==> src/pkg/qdac_consts.svh <==
// qdac_consts.svh: offsets, field positions, reset values and counts
// assumes: included by its bare name from package and design files
`ifndef QDAC_CONSTS_SVH
`define QDAC_CONSTS_SVH

// channel code width and channel count
`define QDAC_CODE_W       10
`define QDAC_NCHAN        4
// fixed upper six address bits; low bit comes from the select pin
`define QDAC_ADDR_HI      6'h1E
// reset values
`define QDAC_CODE_RST     10'h000
`define QDAC_PD_RST       2'h3
// bits per bus word before the acknowledge slot
`define QDAC_WORD_BITS    4'h8
// command field positions in the first data byte
`define QDAC_CMD_MSB      7
`define QDAC_CMD_LSB      4
// extended command value and power-down select positions
`define QDAC_CMD_EXT      4'hF
// power-down select bits sit in the byte after the extended command
`define QDAC_PD_HI_POS    3
`define QDAC_PD_LO_POS    2
// command groups
`define QDAC_CMD_BOTH     2'h0
`define QDAC_CMD_INPUT    2'h1
`define QDAC_CMD_XFER     4'h8
`define QDAC_CMD_XFERB    4'h9

`endif

==> src/pkg/qdac_pkg.sv <==
// qdac_pkg: types for the quad converter two-wire slave
// assumes: qdac_consts.svh is on the include path
`include "qdac_consts.svh"
package qdac_pkg;

  // ===========================================================
  // protocol states, gray coded along address, ack, data path
  typedef enum logic [2:0] {
    QDAC_IDLE  = 3'h0,
    QDAC_ADDR  = 3'h1,
    QDAC_AACK  = 3'h3,
    QDAC_WDATA = 3'h2,
    QDAC_WACK  = 3'h6,
    QDAC_RDATA = 3'h7,
    QDAC_RACK  = 3'h5
  } qdac_state_type;

  // power-down selection
  typedef enum logic [1:0] {
    QDAC_PD_AWAKE = 2'h0,
    QDAC_PD_FLOAT = 2'h1,
    QDAC_PD_1K    = 2'h2,
    QDAC_PD_100K  = 2'h3
  } qdac_pd_type;

endpackage

==> src/hw/qdac_bus_edges.sv <==
// qdac_bus_edges: samples scl/sda and flags edges and bus conditions
// assumes: scl and sda already synchronous to i_clock
`timescale 1ns/1ps
`default_nettype none
module qdac_bus_edges
  import qdac_pkg::*;
(
  // clock and reset
  input  wire logic i_clock,
  input  wire logic i_nrst,
  // bus lines
  input  wire logic i_scl,
  input  wire logic i_sda,
  // decoded events, one-cycle pulses, plus the registered data sample o_sda
  output logic      o_scl_rise,
  output logic      o_scl_fall,
  output logic      o_start,
  output logic      o_stop,
  output logic      o_sda
);

  // ===========================================================
  // state
  typedef struct packed {
    logic scl;
    logic sda;
  } qdac_edge_state_type;

  qdac_edge_state_type r, next_r;

  // next state is just the current samples
  always_comb begin
    next_r     = r;
    next_r.scl = i_scl;
    next_r.sda = i_sda;
  end

  // idle bus reads high on both lines
  always_ff @(posedge i_clock) begin
    if (!i_nrst) begin
      r <= '{scl: 1'b1, sda: 1'b1};
    end else begin
      r <= next_r;
    end
  end

  // edges and conditions
  assign o_scl_rise = i_scl & ~r.scl;
  assign o_scl_fall = ~i_scl & r.scl;
  assign o_start    = i_scl & r.scl & r.sda & ~i_sda;
  assign o_stop     = i_scl & r.scl & ~r.sda & i_sda;
  assign o_sda      = r.sda;

endmodule
`default_nettype wire

==> src/hw/qdac_slave.sv <==
// qdac_slave: two-wire slave and register control of a quad 10-bit converter
// assumes: scl/sda inputs synchronous to i_clock, external open-drain wire
`timescale 1ns/1ps
`default_nettype none
`include "qdac_consts.svh"

// ===========================================================
// Contract
// - address low bit equals the level on the address-select pin.
// - four channels, each an input and a converter register, 10 bits.
// - converter writes update outputs now; input-only writes do not.
// - registers hold their contents while powered, no refresh.
// - codes are straight binary 0 to 1023, output ref times code/1024.
// - power-up clears converter codes, enters 100k power-down.
// - power-down select 00 wake, 01 float, 10 1k, 11 100k.
// - any power-down disables buffers and disconnects strings.
// - registers survive power-down; wake-up restores previous code.
// - slave only, never drives the serial clock.
// - START/STOP framing; 8-bit words plus one acknowledge clock.
// - data line driven only low, open-drain, never high.
// - START is SDA fall with SCL high; STOP is SDA rise.
// - repeated START restarts address reception without idling.
// - after STOP or address mismatch ignore bus until next START.
// - STOP accepted at any bit, not in the START's high pulse.
// - back-to-back writes accepted with or without repeated START.
// - works at any serial clock rate up to 400kHz.
// - last address bit is direction, 0 write, 1 read.
// - acknowledge matching address and every data byte, ninth clock.
// - registers update at ack falling edge; aborted writes change nothing.
// - a read returns two bytes, second after master acknowledges first.
module qdac_slave
  import qdac_pkg::*;
(
  // clock and reset
  input  wire logic       i_clock,
  input  wire logic       i_nrst,
  // two-wire bus; scl is input only since the slave never clocks
  input  wire logic       i_scl,
  input  wire logic       i_sda,
  output logic            o_sda,
  output logic            o_sda_oe,
  // address select pin
  input  wire logic       i_addr_sel,
  // converter codes per channel
  output logic [9:0]      o_channel_a_output,
  output logic [9:0]      o_channel_b_output,
  output logic [9:0]      o_channel_c_output,
  output logic [9:0]      o_channel_d_output,
  // per-channel buffer enable and power-down select
  output logic [3:0]      o_buffer_en,
  output logic [3:0]      o_powerdown_select_high,
  output logic [3:0]      o_powerdown_select_low,
  // bus engaged with this slave
  output logic            o_busy
);

  // ===========================================================
  // state record
  typedef struct packed {
    qdac_state_type   st;
    logic [3:0]       bitcnt;
    logic [7:0]       shreg;
    logic             addr_ok;
    logic             rd;
    logic             second;
    logic [7:0]       cmd;
    logic             ext;
    logic             ack_drive;
    logic             sda_low;
    logic             start_hi;
    logic [39:0]      inreg;
    logic [39:0]      dacreg;
    logic [7:0]       pd;
    logic [1:0]       rdch;
  } qdac_core_type;

  qdac_core_type r, next_r;

  // edge detector outputs
  logic scl_rise;
  logic scl_fall;
  logic start_c;
  logic stop_c;
  logic sda_s;

  // bus oversampled at i_clock, far above any legal bus rate
  qdac_bus_edges u_edges (
    .i_clock    (i_clock),
    .i_nrst     (i_nrst),
    .i_scl      (i_scl),
    .i_sda      (i_sda),
    .o_scl_rise (scl_rise),
    .o_scl_fall (scl_fall),
    .o_start    (start_c),
    .o_stop     (stop_c),
    .o_sda      (sda_s)
  );

  // ===========================================================
  // helpers
  // own slave address, low bit from the select pin
  function automatic logic [6:0] own_addr(input logic sel);
    own_addr = {`QDAC_ADDR_HI, sel};
  endfunction

  // 10-bit field of a channel out of a packed 4x10 bank
  function automatic logic [9:0] chan(input logic [39:0] bank, input logic [1:0] c);
    chan = bank[c*10 +: 10];
  endfunction

  // ===========================================================
  // next-state logic
  always_comb begin
    logic [9:0] code;
    logic [1:0] ch;
    logic [7:0] nbyte;
    logic [6:0] own;
    logic [9:0] rdc;
    own    = own_addr(i_addr_sel);
    rdc    = chan(r.dacreg, r.rdch);
    code   = '0;
    ch     = '0;
    nbyte  = '0;
    next_r = r;

    if (start_c) begin
      // start or repeated start: restart address reception
      next_r.st        = QDAC_ADDR;
      next_r.bitcnt    = '0;
      next_r.addr_ok   = 1'b1;
      next_r.second    = 1'b0;
      next_r.sda_low   = 1'b0;
      next_r.start_hi  = 1'b1;
    end else if (stop_c && !r.start_hi) begin
      // stop anywhere, but not in the start's own high pulse
      next_r.st      = QDAC_IDLE;
      next_r.sda_low = 1'b0;
    end else begin
      if (scl_fall) begin
        next_r.start_hi = 1'b0;
      end
      case (r.st)
        QDAC_IDLE: begin
          // clock ignored until the next start
          next_r.sda_low = 1'b0;
        end
        QDAC_ADDR: begin
          if (scl_rise) begin
            nbyte          = {r.shreg[6:0], sda_s};
            next_r.shreg   = nbyte;
            next_r.bitcnt  = r.bitcnt + 4'h1;
            // compare bit by bit; a mismatch clears addr_ok, acted on after the eighth bit
            if (r.bitcnt < 4'h7 && sda_s != own[3'h6 - r.bitcnt[2:0]]) begin
              next_r.addr_ok = 1'b0;
            end
            if (r.bitcnt == `QDAC_WORD_BITS - 4'h1) begin
              next_r.rd = sda_s;
            end
          end else if (scl_fall && r.bitcnt == `QDAC_WORD_BITS) begin
            if (r.addr_ok) begin
              next_r.st      = QDAC_AACK;
              next_r.sda_low = 1'b1;
            end else begin
              next_r.st = QDAC_IDLE;
            end
          end
        end
        QDAC_AACK: begin
          // ack held for the whole ninth period; released at its fall on a write, kept low on a read
          if (scl_fall) begin
            next_r.bitcnt = '0;
            if (r.rd) begin
              next_r.st      = QDAC_RDATA;
              next_r.second  = 1'b0;
              next_r.shreg   = {6'h00, rdc[9:8]};
              next_r.sda_low = 1'b1; // first byte leads with zero bits
            end else begin
              next_r.st      = QDAC_WDATA;
              next_r.second  = 1'b0;
              next_r.sda_low = 1'b0;
            end
          end
        end
        QDAC_WDATA: begin
          if (scl_rise) begin
            next_r.shreg  = {r.shreg[6:0], sda_s};
            next_r.bitcnt = r.bitcnt + 4'h1;
          end else if (scl_fall && r.bitcnt == `QDAC_WORD_BITS) begin
            next_r.st      = QDAC_WACK;
            next_r.sda_low = 1'b1;
          end
        end
        QDAC_WACK: begin
          if (scl_fall) begin
            next_r.st      = QDAC_WDATA;
            next_r.bitcnt  = '0;
            next_r.sda_low = 1'b0;
            if (!r.second) begin
              // first byte of a pair: command plus top code bits
              next_r.cmd    = r.shreg;
              next_r.second = 1'b1;
              next_r.ext    = (r.shreg[`QDAC_CMD_MSB:`QDAC_CMD_LSB] == `QDAC_CMD_EXT)
                              && (r.shreg[3:0] == 4'h0);
              next_r.rdch   = r.shreg[5:4];
            end else begin
              // complete pair: apply on this ack falling edge only
              next_r.second = 1'b0;
              ch   = r.cmd[5:4];
              code = {r.cmd[3:0], r.shreg[7:2]};
              if (r.ext) begin
                // extended: power-down select on chosen channels
                for (int i = 0; i < `QDAC_NCHAN; i++) begin
                  if (r.shreg[4 + i]) begin
                    // mode comes from the second byte; the command bits are fixed
                    next_r.pd[i*2 +: 2] = {r.shreg[`QDAC_PD_HI_POS],
                                           r.shreg[`QDAC_PD_LO_POS]};
                  end
                end
              end else if (r.cmd[7:6] == `QDAC_CMD_BOTH) begin
                // load one channel fully, transfer the others
                next_r.inreg[ch*10 +: 10] = code;
                next_r.dacreg             = r.inreg;
                next_r.dacreg[ch*10 +: 10] = code;
              end else if (r.cmd[7:6] == `QDAC_CMD_INPUT) begin
                next_r.inreg[ch*10 +: 10] = code;
              end else if (r.cmd[7:4] == `QDAC_CMD_XFER
                           || r.cmd[7:4] == `QDAC_CMD_XFERB) begin
                // transfer input registers to converter registers
                next_r.dacreg = r.inreg;
              end else begin
                next_r.dacreg[ch*10 +: 10] = code;
              end
            end
          end
        end
        QDAC_RDATA: begin
          // shift out on scl fall; only low is driven
          if (scl_fall) begin
            if (r.bitcnt == `QDAC_WORD_BITS - 4'h1) begin
              next_r.st      = QDAC_RACK;
              next_r.sda_low = 1'b0;
              next_r.bitcnt  = '0;
            end else begin
              next_r.bitcnt  = r.bitcnt + 4'h1;
              next_r.shreg   = {r.shreg[6:0], 1'b0};
              next_r.sda_low = ~r.shreg[6];
            end
          end
        end
        QDAC_RACK: begin
          // master acknowledge on rise; nack ends reading
          if (scl_rise) begin
            next_r.ack_drive = ~sda_s;
          end else if (scl_fall) begin
            if (r.ack_drive && !r.second) begin
              next_r.st      = QDAC_RDATA;
              next_r.second  = 1'b1;
              next_r.shreg   = rdc[7:0];
              next_r.sda_low = ~rdc[7];
            end else begin
              // further reads need a repeated start
              next_r.st = QDAC_IDLE;
            end
          end
        end
        default: begin
          next_r.st = QDAC_IDLE;
        end
      endcase
    end
  end

  // ===========================================================
  // registers; reset models power-on: codes zero, 100k power-down
  always_ff @(posedge i_clock) begin
    if (!i_nrst) begin
      r         <= '0;
      r.st      <= QDAC_IDLE;
      r.inreg   <= {4{`QDAC_CODE_RST}};
      r.dacreg  <= {4{`QDAC_CODE_RST}};
      r.pd      <= {4{`QDAC_PD_RST}};
    end else begin
      r <= next_r;
    end
  end

  // outputs, registered directly; pd bits kept with the code
  // so wake-up restores the stored value
  always_ff @(posedge i_clock) begin
    if (!i_nrst) begin
      o_sda                   <= 1'b0;
      o_sda_oe                <= 1'b0;
      o_channel_a_output      <= `QDAC_CODE_RST;
      o_channel_b_output      <= `QDAC_CODE_RST;
      o_channel_c_output      <= `QDAC_CODE_RST;
      o_channel_d_output      <= `QDAC_CODE_RST;
      o_buffer_en             <= 4'h0;
      o_powerdown_select_high <= 4'hF;
      o_powerdown_select_low  <= 4'hF;
      o_busy                  <= 1'b0;
    end else begin
      o_sda    <= 1'b0;
      o_sda_oe <= next_r.sda_low;
      o_channel_a_output <= chan(next_r.dacreg, 2'h0);
      o_channel_b_output <= chan(next_r.dacreg, 2'h1);
      o_channel_c_output <= chan(next_r.dacreg, 2'h2);
      o_channel_d_output <= chan(next_r.dacreg, 2'h3);
      for (int i = 0; i < `QDAC_NCHAN; i++) begin
        o_buffer_en[i]             <= (next_r.pd[i*2 +: 2] == QDAC_PD_AWAKE);
        o_powerdown_select_high[i] <= next_r.pd[i*2 + 1];
        o_powerdown_select_low[i]  <= next_r.pd[i*2];
      end
      o_busy <= (next_r.st != QDAC_IDLE);
    end
  end

endmodule
`default_nettype wire

==> config.mk <==
export PLATFORM = sky130hd
export DESIGN_NAME = qdac_slave
export DESIGN_NICKNAME = d
export VERILOG_FILES = /design/src/pkg/qdac_pkg.sv /design/src/hw/qdac_bus_edges.sv /design/src/hw/qdac_slave.sv
export VERILOG_INCLUDE_DIRS = /design/src /design/src/pkg
export SDC_FILE = /design/constraint.sdc
export NUM_CORES = 1
export LEC_CHECK = 0
export BUFFER_PORTS_ARGS = -buffer_cell sky130_fd_sc_hd__buf_4
export CAP_MARGIN = 20
export CORE_MARGIN = 10
export CORE_UTILIZATION = 65
export CTS_BUF_LIST = sky130_fd_sc_hd__clkbuf_8 sky130_fd_sc_hd__clkbuf_16
export DETAILED_ROUTE_END_ITERATION = 8
export HOLD_SLACK_MARGIN = 0.06
export PLACE_DENSITY = 0.85
export SLEW_MARGIN = 5
export SYNTH_ARGS = -nofsm -noshare
export SYNTH_HDL_FRONTEND = slang
export SYNTH_SLANG_ARGS = --single-unit
==> constraint.sdc <==
create_clock -name i_clock -period 4.35 [get_ports i_clock]
set_input_delay 0.87 -clock i_clock [delete_from_list [all_inputs] [get_ports i_clock]]
set_output_delay 0.87 -clock i_clock [all_outputs]
set_load 0.02 [all_outputs]
# Yosys cells after proc, flatten, opt, wreduce, memory -nomap -nowiden

Index checks and enable logic that the tools add are counted.
Widths: inputs -> output; s select.

Flip-flop bits (word level): 175
Bits of input ports: 5
Output and inout port bits: 55

Add/subtract/negate cells: 3
Multipliers: 2
Magnitude comparators: 2
Equality and inequality tests: 29
Shifts and indexed selects: 3
Muxes and demuxes: 76
Bitwise operators: 18
Reduce and logical (&&, ||, !) cells: 37

Operators by type and width:

| operator                 | count |
|---|---|
| $mux 90                  | 2 |
| $mux 80                  | 2 |
| $mux 40                  | 3 |
| $mux 91                  | 1 |
| $mux 88                  | 1 |
| $bwmux 40                | 2 |
| $mux 50                  | 1 |
| $mux 8                   | 6 |
| $pmux 8 s5               | 1 |
| $shift 10x34->40 const A | 1 |
| $shiftx 10x34->40        | 1 |
| $shiftx 40x7->10         | 1 |
| $neg 6->34               | 1 |
| $ne 2x2->1 const B       | 16 |
| $mux 15                  | 2 |
| $mux 3                   | 10 |
| $mux 25                  | 1 |
| $mux 1                   | 24 |
| $reduce_and 12->1        | 2 |
| $pmux 3 s7               | 1 |
| $reduce_and 7->1         | 3 |
| $pmux 4 s5               | 1 |
| $mux 9                   | 2 |
| $eq 4x4->1 const B       | 4 |
| 37 further kinds         | 81 |

# Longest topological paths before layout

Word-level depth: 14
Gate-level depth with buffers: 13
Mapped depth without buffers: 7

# Modules after synthesis

A second synthesis with hierarchy kept.

Cells, all modules: 923
Area total of the unflattened synthesis: 7836.3 um^2

Modules (own cells, without submodules):

| module         | times used | cells an instance | area an instance (um^2) | sequential area each (um^2) |
|---|---|---|---|---|
| qdac_slave     | 1          | 915               | 7751.2                  | 2462.4 |
| qdac_bus_edges | 1          | 8                 | 85.1                    | 40.0 |

# Least setup slack after synthesis

Ideal clock, no wire load.

Kind: register to register
Start point: register r[98] (netlist bit)
End point: register r[26] (netlist bit)
Setup time: 0.120 ns
Arrival: 2.493 ns
Required time: 4.230 ns
Setup slack: 1.737 ns
Stages on the path, launching flop included: 13
Buffers on the path: 5
Period minus slack after synthesis: 2.613 ns
Cells stage by stage: dfxtp_1 > buf_4 > buf_6 > inv_1 > buf_2 > ha_1 > buf_4 > buf_4 > mux4_2 > a22oi_1 > nor2_1 > a211oi_1 > nor2_1

Word-level cells in the longest chain between the ends: 13
Elaborated cells between the ends (all ways): 18

RTL lines:

| what                                                         | RTL line                             | source |
|---|---|---|
| from (decl)                                                  | qdac_slave.sv:77                     | `qdac_core_type r, next_r;` |
| from (signal assigned)                                       | qdac_slave.sv:283                    | `r <= next_r;` |
| $mul 2x3->5                                                  | qdac_slave.sv:223, qdac_slave.sv:231 |  |
| $neg 6->34                                                   | qdac_slave.sv:223, qdac_slave.sv:231 |  |
| $shiftx 10x34->40 / $shift 10x34->40 (equally long branches) | qdac_slave.sv:223, qdac_slave.sv:231 |  |
| $bwmux 40                                                    | qdac_slave.sv:231                    | `next_r.dacreg[ch*10 +: 10] = code;` |
| $mux 40                                                      | qdac_slave.sv:226                    | `` end else if (r.cmd[7:4] == `QDAC_CMD_XFER `` |
| $mux 40                                                      | qdac_slave.sv:224                    | `` end else if (r.cmd[7:6] == `QDAC_CMD_INPUT) begin `` |
| $mux 80 (*)                                                  | qdac_slave.sv:219                    | `` end else if (r.cmd[7:6] == `QDAC_CMD_BOTH) begin `` |
| $mux 80 (*)                                                  | qdac_slave.sv:210                    | `if (r.ext) begin` |
| $mux 88 (*)                                                  | qdac_slave.sv:198                    | `if (!r.second) begin` |
| $mux 90 (*)                                                  | qdac_slave.sv:194                    | `if (scl_fall) begin` |
| $mux 90 (*)                                                  | qdac_slave.sv:142                    | `case (r.st)` |
| $mux 91 (*)                                                  | qdac_slave.sv:134                    | `end else if (stop_c && !r.start_hi) begin` |
| $mux 50 (*)                                                  | qdac_slave.sv:126                    | `if (start_c) begin` |

Mark *: on every way between the ends. The rest lies on a longest branch, timed or not. The select of a mux whose other input is x is not followed.
A chain may end at the register's enable or synchronous reset.

# Final worst setup path

Start point: register r[99] (netlist bit)
End point: register r[31] (netlist bit)

The elaborated chain is that of the path after synthesis.

==> reports/results.tsv <==
metric	value	unit
top_reg_cell synth	dfxtp_1	
row count	39	
Tcrit/Tclk final	0.7692	
hold buffer count at cts	0	
Critical R2R Launch	r[99]	
max-slew violation count	0	
Pre-antenna DRT Iters	6	
CTS sink cnt	125	
Synthesized Nets	895	
Worst Path Arrival	3610	ps
R2R Setup Slk	1000	ps
Synth Instances	881	
power per cell area	338.2	nW/um^2
Core Area	11370	sq um
Core Util, Final	0.7106	
Cell variety after synth	80	
Die X	127.5	um
final net count	868	
Setup crit end	r[31]	
Synth Warn #	0	
Tmin final	3346	ps
clock tree buffer depth	2	
DRT antenna net count	0	
Final TNS setup	0	ps
kind of end point of the critical path	register	
type of origin of the critical path	register	
worst-margin pin slew	969.9	ps
CTS root buf	clkbuf_16	
H-tree Lvls	4	
Vias	6935	
FMAX	0.2989	GHz
final WL	22920	um
CTS tree	done	
fin cells	1010	
Post-Syn Area	7512	sq um
setup bufs post-CTS	0	
Max-cap violations	0	
via density per instance	6.866	
relative slew slack	0.3534	
FF-to-FF path depth	8	
vias in the first global route	6377	
Yosys reg bits	125	
initial antenna violation count	1	
DRT iter0 DRCs	1137	
# diodes	0	
Post-synth ARST share	0	
dpl cells	978	
start point of the critical path	r[99]	
skew final	10.53	ps
worst r2r dst	r[31]	
Initial Util	0.6607	
Syn Area/Cell	8.527	sq um
total gr overflow	0	
RSZ-0062 raised after global routing	no	
DP HPWL	16160	um
Port Buffers	58	
routability congestion estimate	0.9799	
share of cells above drive strength 1	0.1903	
cts repair resizes	0	
clk_lat worst skew	430	ps
Req. time, crit path	4610	ps
P&R area growth vs syn	7.545	%
hold crit path type	reg2reg	
global-route wire length before repair	35500	um
Final Hold Viols	0	
All-Layer GR Usage	0.2734	
Die Height	127.5	um
largest net degree at the start of global routing	49	
Clock transition at path regs	60	ps
critical path type	reg2reg	
DIE AREA	16260	sq um
# IOs	60	
total CTS buffers	17	
maximum VDD drop	0.4025	mV
Post-synth EDFFs	0	
WL/cell	22.70	um
fillcell total	859	
leakage power	0.002868	uW
Seq/Total Area, Yosys	0.3331	
status	finished clean	
CP max FO	31	
final setup violation count	0	
DRC violations left	0	
-- power breakdown --
part	internal, uW	switching, uW	total [uW]
clock	933	547	1480
combinational	27.9	62.8	90.7
sequential	1150	10.5	1160
-- area by class of cell --
type                       instances  area (sq um)  share of cell area
timing repair buffer              68         510.5             0.06319
inverter                          14         52.55            0.006505
multi-input combinational        628          4217              0.5219
sequential                       125          2504              0.3099
tap                              143         178.9             0.02215
clock inverter                    13         163.9             0.02029
clock buffer                      19         452.9             0.05606
-- cells in the mapped netlist (6+ instances only) --
cell type,n,area [sq um]
nand3_1,34,170.2
a2bb2oi_1,25,219.0
a21oi_1,70,350.3
a22oi_1,15,112.6
mux2_2,6,67.56
nor2_1,93,349.1
a211oi_1,15,112.6
a32oi_1,8,70.07
a21oi_2,7,61.31
buf_2,18,90.09
o211ai_1,8,60.06
buf_4,59,442.9
nand2_1,71,266.5
o21ai_0,37,185.2
nor3_1,12,60.06
clkbuf_1,22,82.58
nand4_1,8,50.05
or2_2,10,62.56
a31oi_1,9,56.30
a211oi_2,7,87.58
mux4_2,12,270.3
dfxtp_1,125,2502
o21ai_1,8,40.04
nand3b_1,11,82.58
buf_6,9,101.4
nand2b_1,17,106.4
inv_1,13,48.80
mux2i_1,23,230.2
nor2b_1,13,81.33
ha_1,9,112.6
-- cells in the final DEF, fill, tap and decap left out, types with 6 or more instances in the layout --
| master | n |
|---|---|
| a21oi_1 | 70 |
| a211oi_2 | 7 |
| o21ai_0 | 37 |
| a21oi_2 | 7 |
| o211ai_1 | 8 |
| inv_1 | 14 |
| a32oi_1 | 8 |
| dfxtp_1 | 124 |
| a211oi_1 | 15 |
| mux2i_1 | 23 |
| a22oi_1 | 15 |
| nor2b_1 | 13 |
| nand4_1 | 8 |
| nor2_1 | 93 |
| or2_2 | 10 |
| nor3_1 | 12 |
| a2bb2oi_1 | 25 |
| mux4_2 | 12 |
| mux2_2 | 6 |
| nand3_1 | 34 |
| nand2b_1 | 17 |
| buf_4 | 68 |
| nand3b_1 | 11 |
| a31oi_1 | 9 |
| o21ai_1 | 8 |
| clkbuf_16 | 17 |
| nand2_1 | 71 |
| ha_1 | 9 |
-- how the worst min path moves through the flow --
stage          start  depth (start not counted)     to
3_5_place_dp   r[71]                          2  r[71]
2_1_floorplan  r[89]                          2  r[89]
3_3_place_gp   r[54]                          2  r[54]
5_1_grt        r[71]                          2  r[71]
6_report       r[54]                          2  r[54]
4_1_cts        r[54]                          2  r[54]
-- sequential cells by signal, indices dropped and copies added (netlist names) --
signal,cells
u_edges.r,1
o_sda_oe,1
o_buffer_en,4
u_edges.o_sda,1
o_busy,1
r,117
-- metal layers --
metal | vias to the layer above | GRT usage | share of wire
li1 | 3104 | - | -
met1 | 3290 | 0.3435 | 0.39
met2 | 465 | 0.4264 | 0.46
met3 | 74 | 0.07320 | 0.11
met4 | 2 | 0.1306 | 0.044
met5 | - | 0 | 0.00057
-- kinds of logic (layout without fill, tap and decap cells) --
| logic type | Yosys count | in the layout | share of synthesized area |
|---|---|---|---|
| xor+xnor | 5 | 5 | 0.005831 |
| mux | 41 | 41 | 0.07562 |
| flops | 125 | 125 | 0.3331 |
| fa+ha+maj | 9 | 9 | 0.01499 |
| other cells | 1 | 1 | 0.0004992 |
| simple gates | 310 | 310 | 0.2119 |
| buf+inv | 128 | 114 | 0.1056 |
| compound gates | 262 | 262 | 0.2525 |
-- stage by stage --
stage	instance area [sq um]	worst slack [ps]	hold WS (ps)	power [uW]
5_1_grt	8079	776.0	478.8	2786
2_1_floorplan	7512	1737	432.1	1251
3_3_place_gp	7462	1097	439.2	1273
4_1_cts	8079	1036	455.7	2726
3_5_place_dp	7462	1079	446.8	1274
6_report	8079	1004	456.3	2732
-- critical path: stages (launching register included) --
cell and delay [ps]:
dfxtp_1 310, buf_4 250, inv_1 140, ha_1 950, mux2_2 450, a21oi_1 430, o22a_1 310, a2bb2oi_1 240
a211oi_1 110
(Power assumes the default switching activity.)
